===== src/core/fsk_pkg.sv =====
// shared constants, command codes and bus, strap, flag and frame types of the fsk modem datapath
package fsk_pkg;

  localparam int unsigned CLK_HZ         = 200_000_000;
  localparam int unsigned BIT_RATE_HZ    = 1200;
  localparam int unsigned MARK1_HZ       = 1300;
  localparam int unsigned SPACE1_HZ      = 2100;
  localparam int unsigned MARK2_HZ       = 1200;
  localparam int unsigned SPACE2_HZ      = 2200;
  localparam int unsigned SPLIT_HZ       = 1700;
  localparam int unsigned CARRIER_MIN_HZ = 600;
  localparam int unsigned TONE_STEPS     = 16;
  localparam int unsigned CW             = 20;

  // primary command nibble, bus polarity
  localparam logic [3:0] CMD_RECV_REQ  = 4'h6;
  localparam logic [3:0] CMD_SEND_REQ  = 4'h4;
  localparam logic [3:0] CMD_LOAD_HI   = 4'h9;
  localparam logic [3:0] CMD_LOAD_LO   = 4'h8;
  localparam logic [3:0] CMD_READ_HI   = 4'he;
  localparam logic [3:0] CMD_READ_LO   = 4'hb;
  localparam logic [3:0] CMD_READ_STAT = 4'hd;
  localparam logic [3:0] CMD_READ_ERR  = 4'h7;

  // secondary command fields
  localparam int unsigned SEC_FMT  = 3;
  localparam int unsigned SEC_ON   = 0;
  localparam int unsigned SEC_BIT  = 1;

  localparam logic [3:0] FLAGS_RST = 4'h0;
  localparam logic [7:0] RXBUF_RST = 8'h00;
  localparam logic [7:0] PAR_MASK7 = 8'h7f;

  typedef struct packed {
    logic       strobe;
    logic [3:0] cmd;
    logic [3:0] data;
  } fsk_io_s;

  typedef struct packed {
    logic serial_mode;
    logic char8;
    logic par_odd;
    logic tone2;
  } fsk_strap_s;

  // bit 3 .. bit 0 of the error flag register
  typedef struct packed {
    logic carrier_lost;
    logic stop_missing;
    logic parity_err;
    logic overflow;
  } fsk_flags_s;

  typedef enum logic [1:0] {
    FSK_IDLE  = 2'b00,
    FSK_START = 2'b01,
    FSK_DATA  = 2'b10,
    FSK_STOP  = 2'b11
  } fsk_frame_e;

endpackage


===== src/core/fsk_buf2.sv =====
// two-entry valid/ready buffer
`timescale 1ns/10ps
module fsk_buf2 #(
  parameter int unsigned WIDTH = 8
) (
  input  wire logic             i_clock,
  input  wire logic             i_rst_b,
  input  wire logic             i_in_valid,
  output logic                  o_in_ready,
  input  wire logic [WIDTH-1:0] i_in_data,
  output logic                  o_out_valid,
  input  wire logic             i_out_ready,
  output logic      [WIDTH-1:0] o_out_data
);

  logic [WIDTH-1:0] mem [2];
  logic [WIDTH-1:0] next_mem [2];
  logic             wr_ptr, next_wr_ptr;
  logic             rd_ptr, next_rd_ptr;
  logic [1:0]       count, next_count;
  logic             push, pop;

  assign o_in_ready  = (count != 2'h2);
  assign o_out_valid = (count != 2'h0);
  assign o_out_data  = mem[rd_ptr];
  assign push        = i_in_valid & o_in_ready;
  assign pop         = o_out_valid & i_out_ready;

  always_comb begin
    next_mem    = mem;
    next_wr_ptr = wr_ptr;
    next_rd_ptr = rd_ptr;
    next_count  = count;
    if (push) begin
      next_mem[wr_ptr] = i_in_data;
      next_wr_ptr      = ~wr_ptr;
    end
    if (pop) begin
      next_rd_ptr = ~rd_ptr;
    end
    if (push & ~pop) begin
      next_count = count + 2'h1;
    end else if (pop & ~push) begin
      next_count = count - 2'h1;
    end
  end

  always_ff @(posedge i_clock or negedge i_rst_b) begin
    if (!i_rst_b) begin
      mem[0] <= '0;
      mem[1] <= '0;
      wr_ptr <= 1'b0;
      rd_ptr <= 1'b0;
      count  <= 2'h0;
    end else begin
      mem    <= next_mem;
      wr_ptr <= next_wr_ptr;
      rd_ptr <= next_rd_ptr;
      count  <= next_count;
    end
  end

endmodule // fsk_buf2


===== src/core/fsk_char_datapath.sv =====
// character framing, tone modulator, receiver and error flags of the modem
`timescale 1ns/10ps
module fsk_char_datapath
  import fsk_pkg::*;
#(
  parameter int unsigned BIT_CYCLES     = CLK_HZ / BIT_RATE_HZ,
  parameter int unsigned SPLIT_CYCLES   = CLK_HZ / SPLIT_HZ,
  parameter int unsigned CARRIER_CYCLES = CLK_HZ / CARRIER_MIN_HZ,
  parameter int unsigned STEP_MARK1     = CLK_HZ / (MARK1_HZ * TONE_STEPS),
  parameter int unsigned STEP_SPACE1    = CLK_HZ / (SPACE1_HZ * TONE_STEPS),
  parameter int unsigned STEP_MARK2     = CLK_HZ / (MARK2_HZ * TONE_STEPS),
  parameter int unsigned STEP_SPACE2    = CLK_HZ / (SPACE2_HZ * TONE_STEPS)
) (
  input  wire logic       i_clock,
  input  wire logic       i_rst_b,
  input  wire logic       i_serial_mode,
  input  wire logic       i_char_length_select,
  input  wire logic       i_parity_sense_select,
  input  wire logic       i_tone_set_select,
  input  wire logic       i_terminal_serial_in,
  input  wire logic       i_transmit_on_input,
  input  wire logic       i_line_receive_input,
  input  wire fsk_io_s    i_io,
  output logic      [3:0] o_io_data,
  output logic            o_io_data_oe_b,
  output logic      [3:0] o_tone_step_outputs,
  output logic            o_tone_step_oe_b,
  output logic            o_terminal_serial_out,
  output logic            o_carrier_present_out
);

  localparam logic [CW-1:0] BIT_LAST  = CW'(BIT_CYCLES - 1);
  localparam logic [CW-1:0] BIT_HALF  = CW'(BIT_CYCLES / 2);
  localparam logic [CW-1:0] SPLIT_CNT = CW'(SPLIT_CYCLES);
  localparam logic [CW-1:0] CARR_CNT  = CW'(CARRIER_CYCLES);

  function automatic logic [CW-1:0] step_div(input logic bitv,
                                            input logic tone2);
    if (tone2) begin
      step_div = bitv ? CW'(STEP_MARK2) : CW'(STEP_SPACE2);
    end else begin
      step_div = bitv ? CW'(STEP_MARK1) : CW'(STEP_SPACE1);
    end
  endfunction

  // pin synchronisers and edge/level filters
  logic [6:0] pins, s1, s2, s3, next_s1, next_s2, next_s3;
  logic       term_f, next_term_f, line_f, next_line_f;
  fsk_strap_s strap;
  logic       transmit_on_input;

  assign pins  = {i_serial_mode, i_char_length_select,
                  i_parity_sense_select, i_tone_set_select,
                  i_terminal_serial_in, i_transmit_on_input,
                  i_line_receive_input};
  assign strap = s2[6:3];
  assign transmit_on_input   = s2[1];

  always_comb begin
    next_s1     = pins;
    next_s2     = s1;
    next_s3     = s2;
    // a level counts only once two samples agree, so glitches are dropped
    next_term_f = (s2[2] == s3[2]) ? s2[2] : term_f;
    next_line_f = (s2[0] == s3[0]) ? s2[0] : line_f;
  end

  always_ff @(posedge i_clock or negedge i_rst_b) begin
    if (!i_rst_b) begin
      s1     <= 7'h00;
      s2     <= 7'h00;
      s3     <= 7'h00;
      term_f <= 1'b1;
      line_f <= 1'b0;
    end else begin
      s1     <= next_s1;
      s2     <= next_s2;
      s3     <= next_s3;
      term_f <= next_term_f;
      line_f <= next_line_f;
    end
  end

  // demodulator: period between rising edges decides mark or space
  logic          line_prev, next_line_prev;
  logic [CW-1:0] per_cnt, next_per_cnt;
  logic          demod, next_demod;
  logic          carrier;

  assign carrier = (per_cnt < CARR_CNT);

  always_comb begin
    next_line_prev = line_f;
    next_demod     = demod;
    next_per_cnt   = carrier ? per_cnt + CW'(1) : per_cnt;
    if (line_f & ~line_prev) begin
      next_demod   = (per_cnt > SPLIT_CNT);
      next_per_cnt = '0;
    end
  end

  always_ff @(posedge i_clock or negedge i_rst_b) begin
    if (!i_rst_b) begin
      line_prev <= 1'b0;
      per_cnt   <= CARR_CNT;
      demod     <= 1'b1;
    end else begin
      line_prev <= next_line_prev;
      per_cnt   <= next_per_cnt;
      demod     <= next_demod;
    end
  end

  // transmit buffer: stalls hold words until the framer takes them
  logic       tx_push, tx_space, tx_valid, tx_pop;
  logic [7:0] tx_word;
  logic [3:0] hi_nib;
  logic       fmt, nf_on, nf_bit;
  logic [2:0] tx_len, rx_len;
  logic       rx_arm;

  fsk_buf2 #(.WIDTH(8)) u_txbuf (
    .i_clock    (i_clock),
    .i_rst_b    (i_rst_b),
    .i_in_valid (tx_push),
    .o_in_ready (tx_space),
    .i_in_data  ({hi_nib, i_io.data}),
    .o_out_valid(tx_valid),
    .i_out_ready(tx_pop),
    .o_out_data (tx_word)
  );

  // transmit framer
  fsk_frame_e    tx_st, next_tx_st;
  logic [CW-1:0] tx_tmr, next_tx_tmr;
  logic [2:0]    tx_idx, next_tx_idx;
  logic [2:0]    tx_left, next_tx_left;
  logic [7:0]    tx_sh, next_tx_sh;
  logic          tx_line, tx_par;

  assign tx_par = ^tx_sh[6:0] ^ strap.par_odd;

  always_comb begin
    unique case (tx_st)
      FSK_START: tx_line = 1'b0;
      FSK_DATA:  tx_line = (tx_idx == 3'h7 && !strap.char8) ? tx_par
                                                           : tx_sh[tx_idx];
      default:   tx_line = 1'b1;
    endcase
  end

  always_comb begin
    next_tx_st   = tx_st;
    next_tx_tmr  = tx_tmr + CW'(1);
    next_tx_idx  = tx_idx;
    next_tx_left = tx_left;
    next_tx_sh   = tx_sh;
    tx_pop       = 1'b0;
    if (tx_st == FSK_IDLE) begin
      next_tx_tmr = '0;
      if (!strap.serial_mode && fmt && tx_valid) begin
        tx_pop       = 1'b1;
        next_tx_sh   = tx_word;
        next_tx_left = tx_len;
        next_tx_st   = FSK_START;
      end
    end else if (tx_tmr == BIT_LAST) begin
      next_tx_tmr = '0;
      unique case (tx_st)
        FSK_START: begin
          next_tx_idx = 3'h0;
          next_tx_st  = FSK_DATA;
        end
        FSK_DATA: begin
          if (tx_idx != 3'h7) begin
            next_tx_idx = tx_idx + 3'h1;
          end else if (tx_left != 3'h0 && tx_valid) begin
            // inner characters follow with no framing between them
            tx_pop       = 1'b1;
            next_tx_sh   = tx_word;
            next_tx_left = tx_left - 3'h1;
            next_tx_idx  = 3'h0;
          end else begin
            // running dry mid message closes the frame early
            next_tx_st = FSK_STOP;
          end
        end
        default: next_tx_st = FSK_IDLE;
      endcase
    end
  end

  always_ff @(posedge i_clock or negedge i_rst_b) begin
    if (!i_rst_b) begin
      tx_st   <= FSK_IDLE;
      tx_tmr  <= '0;
      tx_idx  <= 3'h0;
      tx_left <= 3'h0;
      tx_sh   <= 8'h00;
    end else begin
      tx_st   <= next_tx_st;
      tx_tmr  <= next_tx_tmr;
      tx_idx  <= next_tx_idx;
      tx_left <= next_tx_left;
      tx_sh   <= next_tx_sh;
    end
  end

  // tone step generator
  logic          mod_bit, mod_on;
  logic [CW-1:0] step_cnt, next_step_cnt;
  logic [3:0]    phase, next_phase;
  logic          oe_b, next_oe_b;

  always_comb begin
    if (strap.serial_mode) begin
      mod_bit = term_f;
      mod_on  = transmit_on_input;
    end else if (fmt) begin
      mod_bit = tx_line;
      mod_on  = (tx_st != FSK_IDLE);
    end else begin
      mod_bit = nf_bit;
      mod_on  = nf_on;
    end
    next_oe_b     = ~mod_on;
    next_step_cnt = step_cnt + CW'(1);
    next_phase    = phase;
    if (!mod_on) begin
      next_step_cnt = '0;
      next_phase    = 4'h0;
    end else if (next_step_cnt >= step_div(mod_bit, strap.tone2)) begin
      next_step_cnt = '0;
      next_phase    = phase + 4'h1;
    end
  end

  always_ff @(posedge i_clock or negedge i_rst_b) begin
    if (!i_rst_b) begin
      step_cnt <= '0;
      phase    <= 4'h0;
      oe_b     <= 1'b1;
    end else begin
      step_cnt <= next_step_cnt;
      phase    <= next_phase;
      oe_b     <= next_oe_b;
    end
  end

  assign o_tone_step_outputs = phase;
  assign o_tone_step_oe_b    = oe_b;

  // receiver framer
  fsk_frame_e    rx_st, next_rx_st;
  logic [CW-1:0] rx_tmr, next_rx_tmr;
  logic [2:0]    rx_idx, next_rx_idx;
  logic [2:0]    rx_left, next_rx_left;
  logic [7:0]    rx_sh, next_rx_sh;
  logic          char_done, stop_bad, lost;

  always_comb begin
    next_rx_st   = rx_st;
    next_rx_tmr  = rx_tmr + CW'(1);
    next_rx_idx  = rx_idx;
    next_rx_left = rx_left;
    next_rx_sh   = rx_sh;
    char_done    = 1'b0;
    stop_bad     = 1'b0;
    lost         = 1'b0;
    if (rx_st == FSK_IDLE) begin
      next_rx_tmr = '0;
      if (!strap.serial_mode && rx_arm && carrier && !demod) begin
        next_rx_st = FSK_START;
      end
    end else if (!carrier) begin
      lost       = 1'b1;
      next_rx_st = FSK_IDLE;
    end else if (rx_st == FSK_START) begin
      if (rx_tmr == BIT_HALF) begin
        next_rx_tmr  = '0;
        next_rx_idx  = 3'h0;
        next_rx_left = rx_len;
        next_rx_st   = demod ? FSK_IDLE : FSK_DATA;
      end
    end else if (rx_tmr == BIT_LAST) begin
      next_rx_tmr = '0;
      if (rx_st == FSK_DATA) begin
        next_rx_sh  = {demod, rx_sh[7:1]};
        next_rx_idx = rx_idx + 3'h1;
        if (rx_idx == 3'h7) begin
          char_done    = 1'b1;
          next_rx_left = rx_left - 3'h1;
          if (rx_left == 3'h0) begin
            next_rx_st = FSK_STOP;
          end
        end
      end else begin
        stop_bad   = ~demod;
        next_rx_st = FSK_IDLE;
      end
    end
  end

  always_ff @(posedge i_clock or negedge i_rst_b) begin
    if (!i_rst_b) begin
      rx_st   <= FSK_IDLE;
      rx_tmr  <= '0;
      rx_idx  <= 3'h0;
      rx_left <= 3'h0;
      rx_sh   <= 8'h00;
    end else begin
      rx_st   <= next_rx_st;
      rx_tmr  <= next_rx_tmr;
      rx_idx  <= next_rx_idx;
      rx_left <= next_rx_left;
      rx_sh   <= next_rx_sh;
    end
  end

  // host command decode, receive buffer and error flags
  logic [7:0] rx_char, rx_buf, next_rx_buf;
  logic       rx_full, next_rx_full;
  fsk_flags_s flags, next_flags;
  logic [3:0] next_hi_nib, dout, next_dout;
  logic       next_fmt, next_nf_on, next_nf_bit, next_rx_arm;
  logic [2:0] next_tx_len, next_rx_len;
  logic       dout_oe_b, next_dout_oe_b, cmd_ok, par_bad;
  logic       term_out, next_term_out, carr_out, next_carr_out;

  assign rx_char = {demod, rx_sh[7:1]};
  assign cmd_ok  = i_io.strobe & ~strap.serial_mode;
  assign par_bad = ~strap.char8 & (^rx_char ^ strap.par_odd);
  // a load refused while the buffer is full is simply lost
  assign tx_push = cmd_ok & (i_io.cmd == CMD_LOAD_LO) & fmt;

  always_comb begin
    next_hi_nib    = hi_nib;
    next_fmt       = fmt;
    next_nf_on     = nf_on;
    next_nf_bit    = nf_bit;
    next_tx_len    = tx_len;
    next_rx_len    = rx_len;
    next_rx_arm    = rx_arm;
    next_rx_buf    = rx_buf;
    next_rx_full   = rx_full;
    next_flags     = flags;
    next_dout      = dout;
    next_dout_oe_b = 1'b1;
    if (cmd_ok) begin
      unique case (i_io.cmd)
        CMD_RECV_REQ: begin
          next_rx_arm = i_io.data[SEC_FMT];
          next_rx_len = i_io.data[2:0];
          next_flags  = FLAGS_RST;
        end
        CMD_SEND_REQ: begin
          next_fmt    = i_io.data[SEC_FMT];
          next_tx_len = i_io.data[2:0];
          next_nf_on  = i_io.data[SEC_ON];
          next_nf_bit = i_io.data[SEC_BIT];
        end
        CMD_LOAD_HI: next_hi_nib = i_io.data;
        CMD_READ_HI: begin
          next_dout      = rx_buf[7:4];
          next_dout_oe_b = 1'b0;
        end
        CMD_READ_LO: begin
          next_dout      = rx_buf[3:0];
          next_dout_oe_b = 1'b0;
          next_rx_full   = 1'b0;
        end
        CMD_READ_STAT: begin
          next_dout      = {rx_full, ~tx_space, carrier, demod};
          next_dout_oe_b = 1'b0;
        end
        CMD_READ_ERR: begin
          next_dout      = flags;
          next_dout_oe_b = 1'b0;
        end
        default: next_dout_oe_b = 1'b1;
      endcase
    end
    // a new flag event beats a flag clear in the same cycle
    if (char_done) begin
      if (rx_full) begin
        next_flags.overflow = 1'b1;
      end else begin
        next_rx_buf  = strap.char8 ? rx_char : (rx_char & PAR_MASK7);
        next_rx_full = 1'b1;
      end
      // built on the cleared value so a clear in this cycle still counts
      next_flags.parity_err = next_flags.parity_err | par_bad;
    end
    if (stop_bad) begin
      next_flags.stop_missing = 1'b1;
    end
    if (lost) begin
      next_flags.carrier_lost = 1'b1;
    end
    next_term_out = strap.serial_mode ? demod : 1'b1;
    next_carr_out = strap.serial_mode & carrier;
  end

  always_ff @(posedge i_clock or negedge i_rst_b) begin
    if (!i_rst_b) begin
      hi_nib    <= 4'h0;
      fmt       <= 1'b0;
      nf_on     <= 1'b0;
      nf_bit    <= 1'b1;
      tx_len    <= 3'h0;
      rx_len    <= 3'h0;
      rx_arm    <= 1'b0;
      rx_buf    <= RXBUF_RST;
      rx_full   <= 1'b0;
      flags     <= FLAGS_RST;
      dout      <= 4'h0;
      dout_oe_b <= 1'b1;
      term_out  <= 1'b1;
      carr_out  <= 1'b0;
    end else begin
      hi_nib    <= next_hi_nib;
      fmt       <= next_fmt;
      nf_on     <= next_nf_on;
      nf_bit    <= next_nf_bit;
      tx_len    <= next_tx_len;
      rx_len    <= next_rx_len;
      rx_arm    <= next_rx_arm;
      rx_buf    <= next_rx_buf;
      rx_full   <= next_rx_full;
      flags     <= next_flags;
      dout      <= next_dout;
      dout_oe_b <= next_dout_oe_b;
      term_out  <= next_term_out;
      carr_out  <= next_carr_out;
    end
  end

  assign o_io_data             = dout;
  assign o_io_data_oe_b        = dout_oe_b;
  assign o_terminal_serial_out = term_out;
  assign o_carrier_present_out = carr_out;

endmodule // fsk_char_datapath


===== config.mk =====
export PLATFORM = sky130hd
export DESIGN_NAME = fsk_char_datapath
export DESIGN_NICKNAME = d
export VERILOG_FILES = /design/src/core/fsk_pkg.sv /design/src/core/fsk_buf2.sv /design/src/core/fsk_char_datapath.sv
export SDC_FILE = /design/constraint.sdc
export NUM_CORES = 1
export LEC_CHECK = 0
export ABC_AREA = 1
export BUFFER_PORTS_ARGS = -buffer_cell sky130_fd_sc_hd__buf_2
export CAP_MARGIN = 20
export CORE_MARGIN = 2
export CORE_UTILIZATION = 25
export CTS_CLUSTER_DIAMETER = 150
export DETAILED_ROUTE_END_ITERATION = 16
export GPL_ROUTABILITY_DRIVEN = 0
export HOLD_SLACK_MARGIN = 0.12
export PLACE_DENSITY = 0.38
export SKIP_CTS_REPAIR_TIMING = 1
export SLEW_MARGIN = 25
export SYNTH_ARGS = -nofsm -noshare
export SYNTH_HDL_FRONTEND = slang
export SYNTH_SLANG_ARGS = --single-unit

===== constraint.sdc =====
create_clock -name i_clock -period 5.4 [get_ports i_clock]
set_input_delay 0.27 -clock i_clock [delete_from_list [all_inputs] [get_ports i_clock]]
set_output_delay 0.27 -clock i_clock [all_outputs]
set_load 0.005 [all_outputs]

---- Word level (Yosys, flattened, before mapping) ----
Cells that the tools add are included.
storage, ports and cells
  bits in registers ....................... 192
  output and inout port bits .............. 12
  logic and storage cells ................. 278
operators by class
  add/sub/neg operators ................... 11
  order comparisons ....................... 7
  eq/ne operators ......................... 33
  multiplexer cells ....................... 107
  bitwise gates (word level) .............. 29
  reductions and logical operators ........ 48
operators by type and width
  kind                                                                             number
  20-bit two-way mux                                                               12
  8-bit two-way mux                                                                11
  20-bit by 1-bit adder with 20-bit output (second input constant)                 4
  3-bit two-way mux                                                                17
  14-bit two-way mux                                                               3
  20-bit by 18-bit == test with 1-bit output (second input constant)               2
  2-bit two-way mux                                                                18
  1-bit two-way mux                                                                35
  2-bit nonzero test                                                               15
  20-bit by 17-bit == test with 1-bit output (second input constant)               1
  4-bit == test (second input constant)                                            5
  20-bit >= comparator                                                             1
  20-bit by 17-bit > comparator with 1-bit output (second input constant)          1
  20-bit by 19-bit less-than comparator with 1-bit output (second input constant)  1
  5-bit AND reduction                                                              4
  16-bit bitwise mux                                                               1
  4-bit two-way mux                                                                4
  4-bit case mux with 4 select lines                                               1
  1-bit inverter                                                                   14
  2-bit AND reduction                                                              7
  4-bit by 3-bit == test with 1-bit output (second input constant)                 3
  3-bit != test (second input constant)                                            4
  1-bit bitwise AND                                                                10
  5-bit by 4-bit != test with 1-bit output (second input constant)                 2
  other kinds (35)                                                                 59

---- Longest topological paths before layout ----
Gate-level depths: netlist (run 1).
  depth after elaboration ................. 12
  depth in mapped cells ................... 26
  mapped depth without buffers ............ 26

---- Cells and area by module ----
A second synthesis (run 1) with hierarchy kept.
second synthesis, totals
  cells, all modules ...................... 1255
  area total of the unflattened synthesis .. 10293.6 um^2
modules (own cells, without submodules)
  module             instances  cells each  area an instance (um^2)
  fsk_char_datapath  1          1131        9280.2
  fsk_buf2           1          124         1013.5

---- Worst setup path after synthesis (run 1) ----
OpenSTA, ideal clock, no wires.
  path type ............................... reg-to-reg
  from .................................... reg tx_idx[0]
  to ...................................... reg step_cnt[10]
  library setup time ...................... 69 ps
  data arrival time ....................... 2959 ps
  required time ........................... 5331 ps
  path slack .............................. 2371 ps
  stages on the path, launching flop included .. 24
  path buffers ............................ 1
  period minus slack after synthesis ...... 3029 ps
  cells stage by stage .................... dfrtp_1 -> ha_1 -> ha_1 -> inv_1 -> nor2_1 -> nand3b_1 -> nand3_1 -> nand2_1 -> a21oi_1 -> ha_1 -> inv_1 -> ha_1 -> nand2_1 -> inv_1 -> nand2_1 -> nand2_1 -> a21oi_1 -> nand2_1 -> nand2_1 -> nand2_1 -> nor2_2 -> nand2_4 -> buf_6 -> nor2_2
between the ends
  word-level cells in the longest chain between the ends .. 12
  elaborated cells between the ends (all ways) .. 15
  classes of those cells .................. order compare: 1; eq/ne: 1; mux: 12; reduce/logical: 1
ends and longest elaborated chain
  what                                                                                 RTL line                                            source
  start: declaration                                                                   fsk_char_datapath.sv:136                            logic [2:0] tx_idx, next_tx_idx;
  start signal: assignment                                                             fsk_char_datapath.sv:203                            tx_idx <= next_tx_idx;
  1-bit binary-select mux with 3-bit select / 3-bit == test (equally long branches)    fsk_char_datapath.sv:147, fsk_char_datapath.sv:146
  1-bit two-way mux (implied by the code) / 1-bit logical AND (equally long branches)  fsk_char_datapath.sv:147, fsk_char_datapath.sv:146
  1-bit two-way mux (*)                                                                fsk_char_datapath.sv:146                            FSK_DATA: tx_line = (tx_idx == 3'h7 && !strap.char8) ? tx_par
  1-bit case mux with 2 select lines (*)                                               fsk_char_datapath.sv:144                            unique case (tx_st)
  1-bit two-way mux (*)                                                                fsk_char_datapath.sv:219                            end else if (fmt) begin
  1-bit two-way mux (*)                                                                fsk_char_datapath.sv:216                            if (strap.serial_mode) begin
  14-bit two-way mux (on tied branches)                                                fsk_char_datapath.sv:42, fsk_char_datapath.sv:40
  14-bit two-way mux (*)                                                               fsk_char_datapath.sv:39                             if (tone2) begin
  20-bit two-way mux (*)                                                               fsk_char_datapath.sv:229                            if (!mod_on) begin
  20-bit >= comparator (*)                                                             fsk_char_datapath.sv:232                            end else if (next_step_cnt >= step_div(mod_bit, strap.tone2)) begin
  20-bit two-way mux (*)                                                               fsk_char_datapath.sv:232
  20-bit two-way mux (*)                                                               fsk_char_datapath.sv:229
  named net next_step_cnt[10]                                                          fsk_char_datapath.sv:211                            logic [CW-1:0] step_cnt, next_step_cnt;
  end signal: assignment                                                               fsk_char_datapath.sv:244                            step_cnt <= next_step_cnt;
  end: declaration                                                                     fsk_char_datapath.sv:211
The timed path passes the listed nets; every way through them passes the cells marked *. The select of a mux whose other input is x is not followed.
A chain may end at the register's enable or synchronous reset.

---- Final worst setup path (run 1) ----
  from .................................... reg tx_idx[0]
  to ...................................... reg phase[3], in the netlist o_tone_step_outputs[3]
between the ends
  word-level cells in the longest chain between the ends .. 11
  elaborated cells between the ends (all ways) .. 14
  classes of those cells .................. order compare: 1; eq/ne: 2; mux: 10; reduce/logical: 1
ends and longest elaborated chain
  what                                                                                 RTL line                                            source
  1-bit binary-select mux with 3-bit select / 3-bit == test (equally long branches)    fsk_char_datapath.sv:147, fsk_char_datapath.sv:146
  1-bit two-way mux (implied by the code) / 1-bit logical AND (equally long branches)  fsk_char_datapath.sv:147, fsk_char_datapath.sv:146
  1-bit two-way mux (*)                                                                fsk_char_datapath.sv:146
  1-bit case mux with 2 select lines (*)                                               fsk_char_datapath.sv:144
  1-bit two-way mux (*)                                                                fsk_char_datapath.sv:219
  1-bit two-way mux (*)                                                                fsk_char_datapath.sv:216
  14-bit two-way mux (on tied branches)                                                fsk_char_datapath.sv:42, fsk_char_datapath.sv:40
  14-bit two-way mux (*)                                                               fsk_char_datapath.sv:39
  20-bit two-way mux (*)                                                               fsk_char_datapath.sv:229
  20-bit >= comparator (*)                                                             fsk_char_datapath.sv:232
  2-bit by 1-bit != test with 1-bit output (no source line) (*)                        --
  end signal: assignment                                                               fsk_char_datapath.sv:245                            phase <= next_phase;
  end: declaration                                                                     fsk_char_datapath.sv:212                            logic [3:0] phase, next_phase;
Mark *: on every way between the ends. The rest lies on a longest branch, timed or not. The select of a mux whose other input is x is not followed.

==> results.py, run 1 <==
metrics = {
    "grt": {
        "grt_pass1_vias": 8305,
        "grt_overflow_total": 0,
        "antenna_found_initial": 0,
        "grt_pass1_wl_um": 43100,
        "track_usage": 0.129,
        "grt_start_max_net_pins": 104,
    },
    "route": {
        "first_iter_violations": 357,
        "dr.pass1.iters": 4,
        "drc": 0,
        "drt-wirelength-per-cell_um": 13.5,
        "ant_nets": 0,
        "via_per_inst": 4.32,
        "wirelength_um": 25300,
        "vias": 8087,
    },
    "timing": {
        "slew_viol_final": 0,
        "rsz0062_at_grt": "no",
        "slew_headroom": 0.347,
        "whs_ns": 0.136,
        "fin_crit_sh": 0.647,
        "final.setup.tns_ns": 0,
        "skew_ns": 0.0153,
        "fmax_mhz": 286,
        "tightest_slew_ns": 0.972,
        "fin_crit_ns": 3.49,
        "finalSetupViolations": 0,
        "hold_viol_final": 0,
    },
    "logic_synthesis": {
        "ys_seq_elements": 189,
        "synth_area_leaders": "dfrtp_1 (43%), nand2_1 (11%), inv_1 (6.1%), nor2_1 (5.7%), ha_1 (5.0%)",
        "synthCells": 1284,
        "avgSynthCellArea_sq_um": 7.95,
        "ys_warn_count": 0,
        "seq_area_frac_synth": 0.465,
        "synthArstFlopShare": 1.00,
        "synth.most_common_cell": "nand2_1",
        "synth-edff-count": 0,
        "synth_top_area_cell": "dfrtp_1",
        "ys.flop_type": "dfrtp_1",
        "netlist_area_sq_um": 10200,
        "synth_top_area_share": 0.429,
        "synthTopCellsByCount": "nand2_1 (302), dfrtp_1 (175), inv_1 (166), nor2_1 (154), o21ai_0 (90)",
        "ys_types": 50,
    },
    "outcome": {
        "status": "finished clean",
    },
    "worst_hold_path": {
        "hp-class": "primary input to flop",
    },
    "pwr": {
        "ir_drop_mv": 0.155,
        "power_density_nw_per_um2": 287,
        "leakagePower_nw": 5.47,
    },
    "finish": {
        "antennaDiodeCount": 0,
        "num-nets-final": 1387,
        "area_growth_pct": 14.2,
        "drive_gt1_frac": 0.0828,
        "utilization": 0.287,
        "fill_cells": 4437,
    },
    "worst_setup_path": {
        "crit_arrival_ns": 3.85,
        "cp-end-kind": "flop",
        "critPathMaxFanout": 16,
        "cp_cell_sequence": "ha_1 -> ha_1 -> inv_1 -> nor2_1 -> nand3b_1 -> nand3_1 -> nand2_1 -> a21oi_1 -> ha_1 -> inv_1 -> ha_1 -> nand2_1 -> nand3b_1 -> nand2_1 -> nand2_1 -> nand2_1 -> nand2_1 -> nand2_1 -> nand2_1 -> nor2_2 -> nand2_4 -> nand2_1 -> nand2_1",
        "rrSetupSlack_ns": 1.91,
        "cp_slowest_stage_delay_ns": 0.45,
        "worstSetupPathType": "flop to flop",
        "crit_slowest_cell": "dfrtp_1",
        "path_common_cell": "nand2_1",
        "crit_required_ns": 5.76,
        "start_kind": "flop",
    },
    "cts": {
        "worstSkewPairLatency_ns": 0.46,
        "clock-root-buffer": "clkbuf_16",
        "cts.clk_slew.worst_paths_ns": 0.07,
        "clkSinkCount": 189,
        "clockBufferDepth": 2,
        "cts_buffers": 17,
        "cts_tree": "built",
        "cts_max_level": 4,
    },
    "die": {
        "dieArea_sq_um": 42500,
        "fp.coreArea_sq_um": 40600,
        "pin_count": 30,
        "initial_core_util": 0.252,
        "dieHeight_um": 206,
        "num_rows": 74,
        "chipWidth_um": 206,
    },
    "place": {
        "port_buffers": 29,
        "hpwlAfterDp_um": 18400,
    },
    "run": {
        "drv_cap": 0,
    },
}
## per-layer routing
| metal | wire [um] | up-vias | global-route usage |
|---|---|---|---|
| li1 | - | 4224 | - |
| met1 | 12500 | 3790 | 0.169 |
| met2 | 11900 | 54 | 0.215 |
| met3 | 596 | 19 | 0.0262 |
| met4 | 294 | 0 | 0.0349 |
| met5 | 0 | - | 0 |
## worst max-delay path: cells and delay by family (launching register included)
family / cells / cell delay [ns]
flip-flops: 1 / 0.45
adder cells (fa/ha/maj): 4 / 0.96
buffers and inverters: 2 / 0.16
AO/OA/AOI/OAI: 1 / 0.38
AND/OR/NAND/NOR: 16 / 1.46
## placed cells by master (no fill, tap or decap), types with 4 or more instances in the layout
cell type,count
mux2_2,4
clkbuf_16,17
nor3_1,43
nor4_1,7
inv_1,166
o21ai_0,89
dfstp_2,14
conb_1,6
a21oi_1,24
ha_1,41
xor2_1,31
nor2_1,154
xnor2_1,16
nor2_2,13
inv_6,4
nand4_1,41
nand3b_1,5
o21a_1,5
clkinvlp_4,4
dfrtp_1,175
nand2_1,302
buf_2,28
clkbuf_8,4
nor3b_1,5
o21ai_1,19
or2_2,4
nand3_1,66
dlygate4sd3_1,10
## registers in the layout, summed over array words and instances, names as in the netlist, 8 cells and up
| name | cells |
|---|---|
| tx_tmr | 20 |
| step_cnt | 20 |
| u_txbuf.mem | 16 |
| rx_buf | 8 |
| tx_sh | 8 |
| rx_tmr | 20 |
| per_cnt | 20 |
## path summary, 6_finish.rpt
kind | startpoint | to | cells past startpoint
min reg2reg | next_s2[2] | next_s3[2] | 0
min | i_io[3] | u_txbuf.mem[11] | 3
max in group asynchronous | i_rst_b | rx_tmr[8] | 3
max | tx_idx[0] | o_tone_step_outputs[3] | 23
min in group asynchronous | i_rst_b | tx_tmr[3] | 2
max reg2reg | tx_idx[0] | o_tone_step_outputs[3] | 23
## cell families (layout without fill, tap and decap cells)
logic type | count (synthesis) | after routing | synth area share
adder cells (fa/ha/maj) | 43 | 43 | 0.0522
flip-flops | 189 | 189 | 0.465
multiplexers | 6 | 6 | 0.00637
buffers and inverters | 191 | 243 | 0.0723
AND/OR/NAND/NOR | 654 | 654 | 0.282
XOR/XNOR | 47 | 47 | 0.0403
other | 1 | 6 | 0.000367
AO/OA/AOI/OAI | 153 | 153 | 0.0813
## metrics by stage
stage / power, mW / setup WS (ns) / std cells / area (sq um)
after floorplan: 1.92 / 2.37 / 1289 / 10200
after global placement: 2.11 / 1.87 / 1831 / 11000
final: 3.35 / 1.91 / 1873 / 11700
after detailed placement: 2.11 / 1.80 / 1831 / 11000
after global routing: 3.57 / 1.45 / 1873 / 11700
after CTS: 3.41 / 1.80 / 1863 / 11600
## area by class of cell
cell class                      instances  area, sq um  area share
Clock buffer                           21          470      0.0404
Clock inverter                         11          105     0.00902
Inverter                              169          634      0.0544
Multi-Input combinational cell        909         4740       0.407
Sequential cell                       189         4750       0.407
Tap cell                              532          666      0.0571
Timing Repair Buffer                   42          289      0.0248
## where the power goes
part	internal [mW]	switching, mW
registers	1.52	0.0816
clock network	0.677	0.590
logic	0.153	0.325
(Power assumes the default switching activity.)
==> run 2: changes to the inputs <==
- ABC_AREA: 1 -> 0
- PLACE_DENSITY: 0.38 -> 0.39
- clock period: 5.4 -> 2.9 ns (I/O delays scaled with it)
==> results.py, run 2 <==
metrics = {
    "outcome": {
        "status": "finished, violations left",
        "violations": "setup timing",
    },
    "logic_synthesis": {
        "synth_simple_gate_area_frac": 0.190,
        "synth_area_leaders": "dfrtp_1 (46%), mux2_2 (5.7%), ha_1 (5.4%), nor2_1 (4.2%), dfstp_2 (3.9%)",
        "synthTopCellsByCount": "dfrtp_1 (175), nor2_1 (107), nand2_1 (62), mux2_2 (48), ha_1 (41)",
        "synth_top_area_cell": "dfrtp_1",
        "synth.area.mux_share": 0.0741,
        "synthCells": 906,
        "seq_area_frac_synth": 0.499,
        "synth-edff-count": 0,
        "synthAdderAreaFrac": 0.0560,
        "synth.most_common_cell": "dfrtp_1",
        "synthArstFlopShare": 1.00,
        "ys.flop_type": "dfrtp_1",
        "ys_warn_count": 0,
        "synth_top_area_share": 0.460,
        "synth_xor_area_frac": 0.0681,
        "synth_top_family_by_area": "simple AND/OR/NAND/NOR gates",
        "synth_compound_area_frac": 0.0865,
        "netlist_area_sq_um": 9520,
        "ys_types": 62,
        "ys_seq_elements": 189,
        "avgSynthCellArea_sq_um": 10.5,
    },
    "finish": {
        "final_common_cell": "dfrtp_1",
        "drive_gt1_frac": 0.204,
        "num-nets-final": 1059,
        "fill_cells": 3870,
        "area_growth_pct": 21.2,
        "stdcell_area_sq_um": 11500,
        "antennaDiodeCount": 0,
        "final_cell_mix": "dfrtp_1 (175), nor2_1 (107), nand2_1 (62)",
        "fin_cells": 1524,
    },
    "pwr": {
        "p_sw_frac": 0.299,
        "power_mw": 7.34,
        "clockPowerShare": 0.345,
        "power_density_nw_per_um2": 636,
        "power_frac_seq": 0.452,
        "leakagePower_nw": 5.15,
        "comb_power_share": 0.203,
        "ir_drop_mv": 0.376,
        "power.switching_mw": 2.20,
        "internal-power_mw": 5.15,
    },
    "worst_setup_path": {
        "start_kind": "flop",
        "rr_worst_depth": 14,
        "worst-path-stages": 14,
        "critPathMaxFanout": 14,
        "worstSetupPathType": "flop to flop",
        "r2r-end": "step_cnt[8]",
        "crit_buf_inv": 1,
        "cp_slowest_stage_delay_ns": 0.51,
        "startpoint": "tx_idx[0]",
        "crit_slowest_cell": "mux4_2",
        "critPathCapture": "step_cnt[8]",
        "crit_family": "compound AO/OA/AOI/OAI gates",
        "crit_required_ns": 3.22,
        "crit_arrival_ns": 3.81,
        "cp_cell_sequence": "mux4_2 -> mux2i_1 -> nand2_1 -> o211ai_1 -> o2111ai_2 -> o311a_1 -> ha_2 -> ha_4 -> nand4_1 -> or3_4 -> o311a_1 -> nand4_1 -> buf_6 -> nor2b_1",
        "rrSetupSlack_ns": -0.59,
        "cp-end-kind": "flop",
        "r2r-start": "tx_idx[0]",
    },
    "cts": {
        "worstSkewPairLatency_ns": 0.43,
        "cts_buffers": 17,
        "clkSinkCount": 189,
        "cts_max_level": 4,
        "clock-root-buffer": "clkbuf_16",
        "cts_tree": "built",
        "cts.clk_slew.worst_paths_ns": 0.07,
        "clockBufferDepth": 2,
    },
    "route": {
        "wirelength_um": 22100,
        "vias": 6767,
        "drc": 0,
        "first_iter_violations": 305,
        "ant_nets": 0,
        "drt-wirelength-per-cell_um": 14.5,
        "dr.pass1.iters": 4,
        "via_per_inst": 4.44,
    },
    "timing": {
        "skew_ns": 0.00841,
        "rsz0062_at_grt": "yes",
        "whs_ns": 0.115,
        "fin_crit_sh": 1.20,
        "hold_viol_final": 0,
        "fin_crit_ns": 3.49,
        "slew_viol_final": 0,
        "fmax_mhz": 287,
        "timing.final.ws_setup_ns": -0.586,
        "finalSetupViolations": 18,
        "tightest_slew_ns": 0.700,
        "slew_headroom": 0.533,
    },
    "grt": {
        "track_usage": 0.119,
        "grt_pass1_vias": 7002,
        "grt_pass1_wl_um": 37400,
        "met1_usage": 0.169,
        "busiest_layer": "met2",
        "met3_usage": 0.0221,
        "grt_start_max_net_pins": 79,
        "antenna_found_initial": 0,
        "grt_overflow_total": 0,
        "use_met2": 0.185,
    },
    "place": {
        "hpwlAfterDp_um": 15700,
        "dpl.cell_count": 1481,
        "pre_cts_ws_ns": -0.768,
        "dpl_cell_area_sq_um": 10700,
        "port_buffers": 29,
    },
    "run": {
        "drv_cap": 0,
    },
    "worst_hold_path": {
        "min-delay-start": "i_io[1]",
        "hp-class": "primary input to flop",
    },
    "die": {
        "chipWidth_um": 199,
        "fp.coreArea_sq_um": 37600,
        "dieHeight_um": 199,
        "initial_core_util": 0.253,
        "dieArea_sq_um": 39700,
        "num_rows": 71,
        "pin_count": 30,
    },
}
run 2: changes by cell type after synthesis, moves of 18 or more:
cell	delta
nand2_1	-240
inv_1	-132
o21ai_0	-67
nor2_1	-47
mux2_2	+44
nand3_1	-31
nor3_1	-28
nor2b_1	+21
nand4_1	-18
o21ai_1	-18
xnor2_1	+18
run 2: logic make-up (layout without fill, tap and decap cells):
kind of cell	count (synthesis)	in the layout
flip-flops	189	189
XOR/XNOR	74	74
other	1	6
AO/OA/AOI/OAI	122	122
AND/OR/NAND/NOR	351	351
multiplexers	62	62
adder cells (fa/ha/maj)	43	43
buffers and inverters	64	166
run 2: final cells by class:
type / instances / area, sq um / area share
well taps: 511 / 639 / 0.0554
clock buffers: 19 / 433 / 0.0375
repair buffers: 100 / 731 / 0.0633
clock inverters: 13 / 185 / 0.0161
flip-flops and latches: 189 / 4750 / 0.411
multi-input cells: 658 / 4670 / 0.405
inverters: 34 / 128 / 0.0111
run 2: worst reg2reg max path, delay by kind of cell, from the launching register on:
| kind | cells | cell delay, ns |
|---|---|---|
| fa+ha+maj | 2 | 0.49 |
| buf+inv | 1 | 0.18 |
| mux | 2 | 0.66 |
| simple gates | 5 | 0.82 |
| flops | 1 | 0.41 |
| compound gates | 4 | 0.82 |
run 2: layer usage:
| layer | vias to the layer above | part of all wire |
|---|---|---|
| met1 | 3294 | 0.52 |
| met4 | 0 | 0.012 |
| met5 | - | 0 |
| met2 | 61 | 0.44 |
| li1 | 3391 | - |
| met3 | 21 | 0.022 |
run 2: stage by stage:
stage                     TNS [ns]   util
after CTS                   -12.44  0.301
after global routing        -14.65  0.307
after global placement      -11.56  0.284
after floorplan              -7.16      -
final                       -10.11  0.307
after detailed placement    -11.77  0.284
run 2: power groups by stage:
stage | sequential, mW | combinational, mW | clock (mW)
floorplan | 3.25 | 1.06 | 0
global placement | 3.37 | 1.47 | 0
detailed placement | 3.38 | 1.48 | 0
CTS | 3.33 | 1.48 | 2.63
global route | 3.38 | 1.72 | 2.73
finish | 3.32 | 1.49 | 2.53
run 2: how the worst min path moves through the flow:
stage                     end  cells past startpoint  slack, ns
2_1_floorplan        flags[0]                      0      -0.15
6_report            hi_nib[1]                      2       0.12
4_1_cts             rx_tmr[9]                      1      -0.23
5_1_grt        u_txbuf.mem[1]                      2       0.13
3_5_place_dp        rx_tmr[9]                      1       0.24
3_3_place_gp        rx_tmr[9]                      1       0.24
